--- config.mk ---
export PLATFORM = sky130hd
export DESIGN_NAME = floppy_motor_step_control
export DESIGN_NICKNAME = d
export VERILOG_FILES = /design/src/rtl/floppy_motor_pkg.sv /design/src/rtl/floppy_motor_step_control.sv
export VERILOG_INCLUDE_DIRS = /design/src /design/src/rtl
export SDC_FILE = /design/constraint.sdc
export NUM_CORES = 1
export LEC_CHECK = 0
export BUFFER_PORTS_ARGS = -buffer_cell sky130_fd_sc_hd__clkbuf_2
export CORE_UTILIZATION = 50
export DETAILED_ROUTE_END_ITERATION = 10
export PLACE_DENSITY = 0.72
export SLEW_MARGIN = 20
export SYNTH_ARGS = -nofsm -noshare
export SYNTH_HDL_FRONTEND = slang
export SYNTH_SLANG_ARGS = --single-unit
export TNS_END_PERCENT = 1
--- constraint.sdc ---
create_clock -name pclk -period 4.08 [get_ports pclk]
set_input_delay 0.612 -clock pclk [delete_from_list [all_inputs] [get_ports pclk]]
set_output_delay 0.612 -clock pclk [all_outputs]
set_load 0.01 [all_outputs]
--- src/rtl/floppy_motor_regs.svh ---
// Constants for the floppy motor and step control block:
// register offsets, field positions, reset values, timing counts.
// Assumes a 125 MHz pclk and a 32-bit APB register bus.
`ifndef FLOPPY_MOTOR_REGS_SVH
`define FLOPPY_MOTOR_REGS_SVH

// Register byte offsets
`define OFS_CTRL 8'h00
`define OFS_STATUS 8'h04

// Control fields and reset value
`define CTRL_SPIN_EN 0
`define CTRL_STEP_EN 1
`define CTRL_RESET 2'h3

// Phase register value forced by power-on reset (phase 2)
`define PHASE_POR 4'h2

// Clock period and spindle timing
`define CLK_NS 8
`define SPIN_RPM 300
`define TACH_PER_REV 4
`define REV_NS (1000000000 / (`SPIN_RPM / 60))
`define TACH_TARGET_CYC (`REV_NS / (`CLK_NS * `TACH_PER_REV))

// Strobe clock period, half period in pclk cycles
`define STROBE_NS 1000
`define STROBE_HALF_CYC (`STROBE_NS / (2 * `CLK_NS))

// Stepping counts in strobe cycles
`define SETTLE_CONV 16'd3000
`define SETTLE_BURST 16'd1000
`define BURST_GAP 16'd5000
`define HOLD_DELAY 16'd20000

// Synchroniser bit positions
`define SY_STEP 0
`define SY_DIR 1
`define SY_TACH 2
`define SY_SEL 3
`define SY_MOT 4
`define SY_WRT 5
`define SY_WPT 6
`define SY_WDA 7

`endif

--- src/rtl/floppy_motor_pkg.sv ---
// Types for the floppy motor and step control block.
// Assumes the constants header is on the include path.
`include "floppy_motor_regs.svh"

package floppy_motor_pkg;

  // Positioner sequencer states
  typedef enum logic [2:0] {
    st_wait = 3'b001,
    st_busy = 3'b010,
    st_hold = 3'b100
  } ctl_state_type;

  // Whole state of the block
  typedef struct packed {
    logic [7:0] sy1;
    logic [7:0] sy2;
    logic [7:0] prev;
    logic strobe;
    logic [5:0] div;
    logic step_latch;
    logic dir_latch;
    logic [3:0] phase;
    logic busy;
    logic hold;
    ctl_state_type state;
    logic [15:0] scnt;
    logic [15:0] gap;
    logic burst;
    logic [24:0] tcnt;
    logic req;
    logic drive;
    logic mdrv;
    logic wen;
    logic wcur;
    logic [1:0] ctrl;
    logic [31:0] prdata;
    logic pready;
    logic pslverr;
  } regs_type;

endpackage

--- src/rtl/floppy_motor_step_control.sv ---
// Motor and positioner glue logic of a flexible disk drive:
// step/direction latches, phase register, hold, spindle PWM drive,
// write enable and write current flip-flop, with an APB slave.
// Assumes host pins are asynchronous and pass two flip-flops first.
//
// Implementation choices: the register offsets and the APB register port.
`timescale 1ns/1ps
`default_nettype none
`include "floppy_motor_regs.svh"

module floppy_motor_step_control #(
  parameter logic [24:0] TACH_TARGET = 25'(`TACH_TARGET_CYC),
  parameter logic [15:0] HOLD_DELAY = `HOLD_DELAY
) (
  input wire logic pclk,
  input wire logic presetn,
  input wire logic psel,
  input wire logic penable,
  input wire logic pwrite,
  input wire logic [7:0] paddr,
  input wire logic [31:0] pwdata,
  output logic [31:0] prdata,
  output logic pready,
  output logic pslverr,
  input wire logic host_step_n,
  input wire logic host_direction_n,
  input wire logic drive_select_n,
  input wire logic motor_on_n,
  input wire logic write_mode,
  input wire logic write_protect,
  input wire logic write_data_pulse,
  input wire logic spindle_tach_pulse_n,
  output logic controller_strobe_clock,
  output logic [3:0] phase_out,
  output logic hold_out,
  output logic step_busy_reg,
  output logic step_latched,
  output logic direction_latched,
  output logic spindle_drive,
  output logic write_enable,
  output logic write_busy,
  output logic write_current
);
  import floppy_motor_pkg::*;

  regs_type q;
  regs_type d;
  logic [7:0] pins;
  logic tick;
  logic tach_ev;
  logic step_ev;
  logic wda_ev;
  logic acc;
  logic [31:0] status;

  //////////////////////////////////////////////////////////////////
  // Pin gathering and edge events from the second sync stage
  assign pins = {write_data_pulse, write_protect, write_mode, motor_on_n,
                 drive_select_n, spindle_tach_pulse_n, host_direction_n,
                 host_step_n};
  // Inverted strobe rises when the strobe falls
  assign tick = (q.div == 6'h00) && q.strobe;
  assign tach_ev = q.prev[`SY_TACH] && !q.sy2[`SY_TACH];
  assign step_ev = !q.prev[`SY_STEP] && q.sy2[`SY_STEP];
  assign wda_ev = !q.prev[`SY_WDA] && q.sy2[`SY_WDA];
  assign acc = psel && penable && q.pready;

  // Status word seen by software
  assign status = {17'h0, q.state, q.burst, q.req, q.drive, q.wen,
                   q.hold, q.busy, q.dir_latch, q.step_latch, q.phase};

  //////////////////////////////////////////////////////////////////
  // Next state
  always_comb
  begin
    d = q;
    d.sy1 = pins;
    d.sy2 = q.sy1;
    d.prev = q.sy2;
    d.pready = 1'b0;

    // Strobe clock divider
    if (q.div == 6'h00)
    begin
      d.div = 6'(`STROBE_HALF_CYC - 1);
      d.strobe = !q.strobe;
    end
    else
    begin
      d.div = q.div - 6'h01;
    end

    // Tach period measure, slow means request drive
    if (tach_ev)
    begin
      d.req = q.tcnt > TACH_TARGET;
      d.tcnt = 25'h0;
    end
    else
    begin
      if (q.tcnt != 25'h1ffffff)
      begin
        d.tcnt = q.tcnt + 25'h1;
      end
      if (q.tcnt > TACH_TARGET)
      begin
        d.req = 1'b1;
      end
    end

    // Spindle drive flop, tach clear dominates
    if (tach_ev)
    begin
      d.drive = 1'b0;
    end
    else if (tick)
    begin
      d.drive = q.req && q.ctrl[`CTRL_SPIN_EN];
    end
    // Power stage gated by motor-on
    d.mdrv = d.drive && !q.sy2[`SY_MOT];

    // Controller clears the latch when it takes a step
    if (tick && q.step_latch && q.state != st_busy && q.ctrl[`CTRL_STEP_EN])
    begin
      d.step_latch = 1'b0;
      d.burst = q.gap < `BURST_GAP;
      d.gap = 16'h0;
      d.busy = 1'b1;
      d.hold = 1'b0;
      d.state = st_busy;
      d.scnt = (q.gap < `BURST_GAP) ? `SETTLE_BURST : `SETTLE_CONV;
      // Advance the phase by the latched direction
      if (q.dir_latch)
      begin
        d.phase = {q.phase[2:0], q.phase[3]};
      end
      else
      begin
        d.phase = {q.phase[0], q.phase[3:1]};
      end
    end
    else if (tick)
    begin
      if (q.gap != 16'hffff)
      begin
        d.gap = q.gap + 16'h1;
      end
      case (q.state)
        st_busy:
        begin
          if (q.scnt == 16'h0)
          begin
            d.busy = 1'b0;
            d.scnt = HOLD_DELAY;
            d.state = st_wait;
          end
          else
          begin
            d.scnt = q.scnt - 16'h1;
          end
        end
        st_wait:
        begin
          if (q.scnt == 16'h0)
          begin
            d.hold = 1'b1;
            d.state = st_hold;
          end
          else
          begin
            d.scnt = q.scnt - 16'h1;
          end
        end
        st_hold:
        begin
          d.hold = 1'b1;
        end
        default:
        begin
          d.state = st_hold;
        end
      endcase
    end

    // Selected host step sets latch, deselected one clears it; a new step wins over the clear
    if (step_ev)
    begin
      d.step_latch = !q.sy2[`SY_SEL];
    end
    // Direction caught on rising latch only
    if (d.step_latch && !q.step_latch)
    begin
      d.dir_latch = !q.sy2[`SY_DIR];
    end

    // Write gating
    d.wen = q.sy2[`SY_WRT] && !q.sy2[`SY_WPT] && !q.sy2[`SY_SEL] && !q.busy;
    // Write current flips once per data pulse
    if (!q.wen)
    begin
      d.wcur = 1'b0;
    end
    else if (wda_ev)
    begin
      d.wcur = !q.wcur;
    end

    // APB: answer in setup, access completes on next edge
    if (psel && !penable)
    begin
      d.pready = 1'b1;
      d.pslverr = !(paddr == `OFS_CTRL || paddr == `OFS_STATUS);
      d.prdata = 32'h0;
      if (!pwrite && paddr == `OFS_CTRL)
      begin
        d.prdata = {30'h0, q.ctrl};
      end
      else if (!pwrite && paddr == `OFS_STATUS)
      begin
        d.prdata = status;
      end
    end
    if (acc && pwrite && paddr == `OFS_CTRL)
    begin
      d.ctrl = pwdata[1:0];
    end
  end

  //////////////////////////////////////////////////////////////////
  // State register, phase 2 during power-on reset
  always_ff @(posedge pclk or negedge presetn)
  begin
    if (!presetn)
    begin
      q <= '0;
      q.sy1 <= 8'hff;
      q.sy2 <= 8'hff;
      q.prev <= 8'hff;
      q.phase <= `PHASE_POR;
      q.state <= st_wait;
      q.scnt <= HOLD_DELAY;
      q.ctrl <= `CTRL_RESET;
    end
    else
    begin
      q <= d;
    end
  end

  //////////////////////////////////////////////////////////////////
  // Outputs
  assign prdata = q.prdata;
  assign pready = q.pready;
  assign pslverr = q.pslverr;
  assign controller_strobe_clock = q.strobe;
  assign phase_out = q.phase;
  assign hold_out = q.hold;
  assign step_busy_reg = q.busy;
  assign step_latched = q.step_latch;
  assign direction_latched = q.dir_latch;
  assign spindle_drive = q.mdrv;
  assign write_enable = q.wen;
  assign write_busy = q.wen;
  assign write_current = q.wcur;

  //////////////////////////////////////////////////////////////////
  // Checks
  a_write_busy_block: assert property (@(posedge pclk) disable iff (!presetn)
    q.busy |=> !q.wen)
    else $error("write enabled while stepping");

  a_write_enable_cond: assert property (@(posedge pclk) disable iff (!presetn)
    q.wen |-> $past(q.sy2[`SY_WRT] && !q.sy2[`SY_WPT] && !q.sy2[`SY_SEL]))
    else $error("write enabled without conditions");

  a_tach_clears: assert property (@(posedge pclk) disable iff (!presetn)
    tach_ev |=> !q.drive && !q.mdrv)
    else $error("tach pulse did not end drive");

  a_drive_sets: assert property (@(posedge pclk) disable iff (!presetn)
    (tick && q.req && q.ctrl[0] && !tach_ev) |=> q.drive)
    else $error("drive not set on strobe");

  a_drive_drops: assert property (@(posedge pclk) disable iff (!presetn)
    (tick && !q.req && !tach_ev) |=> !q.drive)
    else $error("drive not cleared on strobe");

  a_motor_gate: assert property (@(posedge pclk) disable iff (!presetn)
    q.mdrv |-> $past(!q.sy2[`SY_MOT]))
    else $error("spindle driven with motor off");

  a_phase_steady: assert property (@(posedge pclk) disable iff (!presetn)
    !tick |=> $stable(q.phase) && $onehot(q.phase))
    else $error("phase changed off strobe edge");

  a_dir_capture: assert property (@(posedge pclk) disable iff (!presetn)
    $rose(q.step_latch) |-> q.dir_latch == !$past(q.sy2[`SY_DIR]))
    else $error("direction not latched");

  a_hold_idle: assert property (@(posedge pclk) disable iff (!presetn)
    q.hold |-> !q.busy)
    else $error("hold while stepping");

  a_flux_toggle: assert property (@(posedge pclk) disable iff (!presetn)
    (q.wen && wda_ev) |=> q.wcur != $past(q.wcur))
    else $error("write current not reversed");

  c_step_done: cover property (@(posedge pclk) disable iff (!presetn)
    $fell(q.busy));
  c_hold_entry: cover property (@(posedge pclk) disable iff (!presetn)
    $rose(q.hold));
  c_spindle_pulse: cover property (@(posedge pclk) disable iff (!presetn)
    $rose(q.mdrv));
  c_flux: cover property (@(posedge pclk) disable iff (!presetn)
    q.wen && wda_ev);

endmodule
`default_nettype wire

==> results.md <==
- Die Y-Extent: 113 µm
- Count leader, synth: dfrtp_1
- CTS root buffer: clkbuf_16
- Final Net Count: 701
- H-tree levels: 4
- Worst-skew pair later-pin latency: 410 ps
- Final worst-path cycle share: 0.623
- EDFF count, synth: 0
- Post-Synthesis Cells: 609
- Ratio of cells with drive above 1 in the final layout: 0.208
- Mean post-synth cell area: 10.1 µm²
- Run status: finished clean
- Most flop-heavy register: q
- Final worst slack: 1540 ps
- Synth area leaders: dfrtp_1, dfstp_2, buf_4, nand2_1, a21oi_1
- Cell at the slowest stage of the critical path: nor2_1
- Synth-to-layout area growth: 12.4%
- Die Span X: 113 µm
- Drt first-iter violations: 316
- PwrDens: 417 mW/mm²
- Max-Cap Viols: 0
- Peak supply drop: 0.000277 V
- CTS hold repair buffers: 0
- Final Skew: 10.3 ps
- CTS tree: done
- Minimum clock period: 2540 ps
- Gr usage total: 0.219
- Post-synth top flop: dfrtp_1
- Largest register FFs: 74
- Io pins: 100
- Routed WL: 13,000 µm
- Yosys warning total: 0
- FF+latch count, synth: 119
- HP Class: primary input to asynchronous set/reset pin
- Detailed Place HPWL: 8870 µm
- Crit-path max FO: 11
- Max Slew Vio Count: 0
- CP bufs+invs: 1
- Top post-synthesis cells by count: dfrtp_1, nand2_1, buf_4, nor2_1, a21oi_1
- CP Capture Type: register
- Final Hold Fails: 0
- Post-synth ARST share: 1.00
- Final setup fails: 0
- Pre-CTS setup slack: 1590 ps
- CTS clk-pin slew, worst paths: 60 ps
- Slowest stage delay, CP: 710 ps
- Worst path top cell family by delay: simple AND/OR/NAND/NOR gates
- Post-CTS Setup Bufs: 0
- Worst-Margin Slew: 878 ps
- Worst path cell trace: inv_1 -> ha_1 -> nand3b_1 -> nor2_1 -> o21ai_2 -> or4_1 -> nand2_1
- First-pass GRT wire length: 22,000 µm
- DRC viols: 0
- Cts bufs inserted: 17
- Grt total ovfl: 0
- Via density: 5.96
- Leading area contributor after synthesis: dfrtp_1
- Library cells used by synthesis: 74
- Critical Path AT: 2890 ps
- Initial antenna violation count: 0
- Via count: 4,776
- Register area share after synthesis: 0.492
- Req. time, crit path: 4420 ps
- Unrepaired setup endpoints after global routing: no
- Core area: 0.0120 mm²
- FP Rows: 40
- Crit path kind: register to register
- Top cell type's share of synthesized area: 0.372
- # diodes: 0
- I/O Buffers: 52
- Routed length per placed instance: 16.2 µm
- Pleak: 3.09 nW
- ANT nets after route: 0
- Vias in the first global route: 4,670
- Setup tns final: 0 ps
- Fmax: 393 MHz
- Die area: 0.0127 mm²
- Startpoint types: register
- CTS resizes: 0
- Initial Util: 0.512
- First-pass iteration count of the detailed router: 5
- Clk buf depth: 2
- Pin count of the biggest net entering global routing: 60
- Routability congestion estimate: 0.871
- CTS sink count: 119
- Slew HR: 0.412
- Netlist Area Pre-Place: 0.00613 mm²
-- kinds of logic after synthesis --
kind of cell / after synthesis / synth area share
multiplexers: 12 / 0.0202
adder cells (fa/ha/maj): 7 / 0.0143
AND/OR/NAND/NOR: 239 / 0.221
XOR/XNOR: 16 / 0.0229
other: 1 / 0.000612
flip-flops: 119 / 0.492
AO/OA/AOI/OAI: 138 / 0.155
buffers and inverters: 77 / 0.0743
-- area by class of cell --
class,count,area (µm²)
clock inverters,12,153
fillers,1004,5070
inverters,17,63.8
flip-flops and latches,119,3010
well taps,147,184
repair buffers,57,300
clock buffers,20,447
multi-input cells,429,2730
-- routing by layer --
metal  up-vias  routed length (µm)  GRT usage
li1       2258                   -          -
met1      2340                5560      0.264
met2       152                6510      0.373
met3        26                 675     0.0637
met4         0                 249     0.0818
met5         -                   0          0
-- worst paths after layout --
check                                  from  endpoint  slack [ps]  cells after the start
setup reg to reg                     q[110]     q[70]        1540                      7
hold reg to reg                      d[126]    d[118]         350                      0
max in group asynchronous           presetn    d[118]        2880                      2
setup / recovery                     q[110]     q[70]        1540                      7
min in group pclk          write_data_pulse    d[132]         280                      1
hold / removal                      presetn     q[83]         270                      1
-- where the power goes --
| group | switching [W] | internal, W |
|---|---|---|
| logic | 0.0000901 | 0.0000418 |
| clock network | 0.000524 | 0.000973 |
| registers | 0.0000292 | 0.00122 |
-- through the flow --
step | instance area (µm²) | power (W) | hold slack, ps | std cells | util
floorplan | 6190 | 0.00134 | 316 | 625 | -
detailed placement | 6290 | 0.00140 | 348 | 769 | 0.526
global placement | 6290 | 0.00139 | 345 | 769 | 0.526
global route | 6890 | 0.00298 | 261 | 801 | 0.576
finish | 6890 | 0.00287 | 272 | 801 | 0.576
CTS | 6890 | 0.00291 | 264 | 801 | 0.576
-- layout by cell type, fill, tap and decap left out, types with 6 or more instances in the layout --
master / n
dfrtp_1: 91
nand2_1: 53
clkbuf_2: 51
nor2_1: 37
a21oi_1: 31
o21ai_0: 30
dfstp_2: 28
nand3_1: 21
nor3_1: 19
nand4_1: 19
inv_1: 17
conb_1: 17
clkbuf_16: 17
nor4_1: 14
a22o_1: 14
or3_1: 11
xnor2_1: 10
or4_1: 9
mux2i_1: 9
and3_1: 8
nand2b_1: 8
a31oi_1: 8
o31ai_1: 8
ha_1: 7
xor2_1: 6
buf_4: 6
Power figures use the tool's default switching activity.
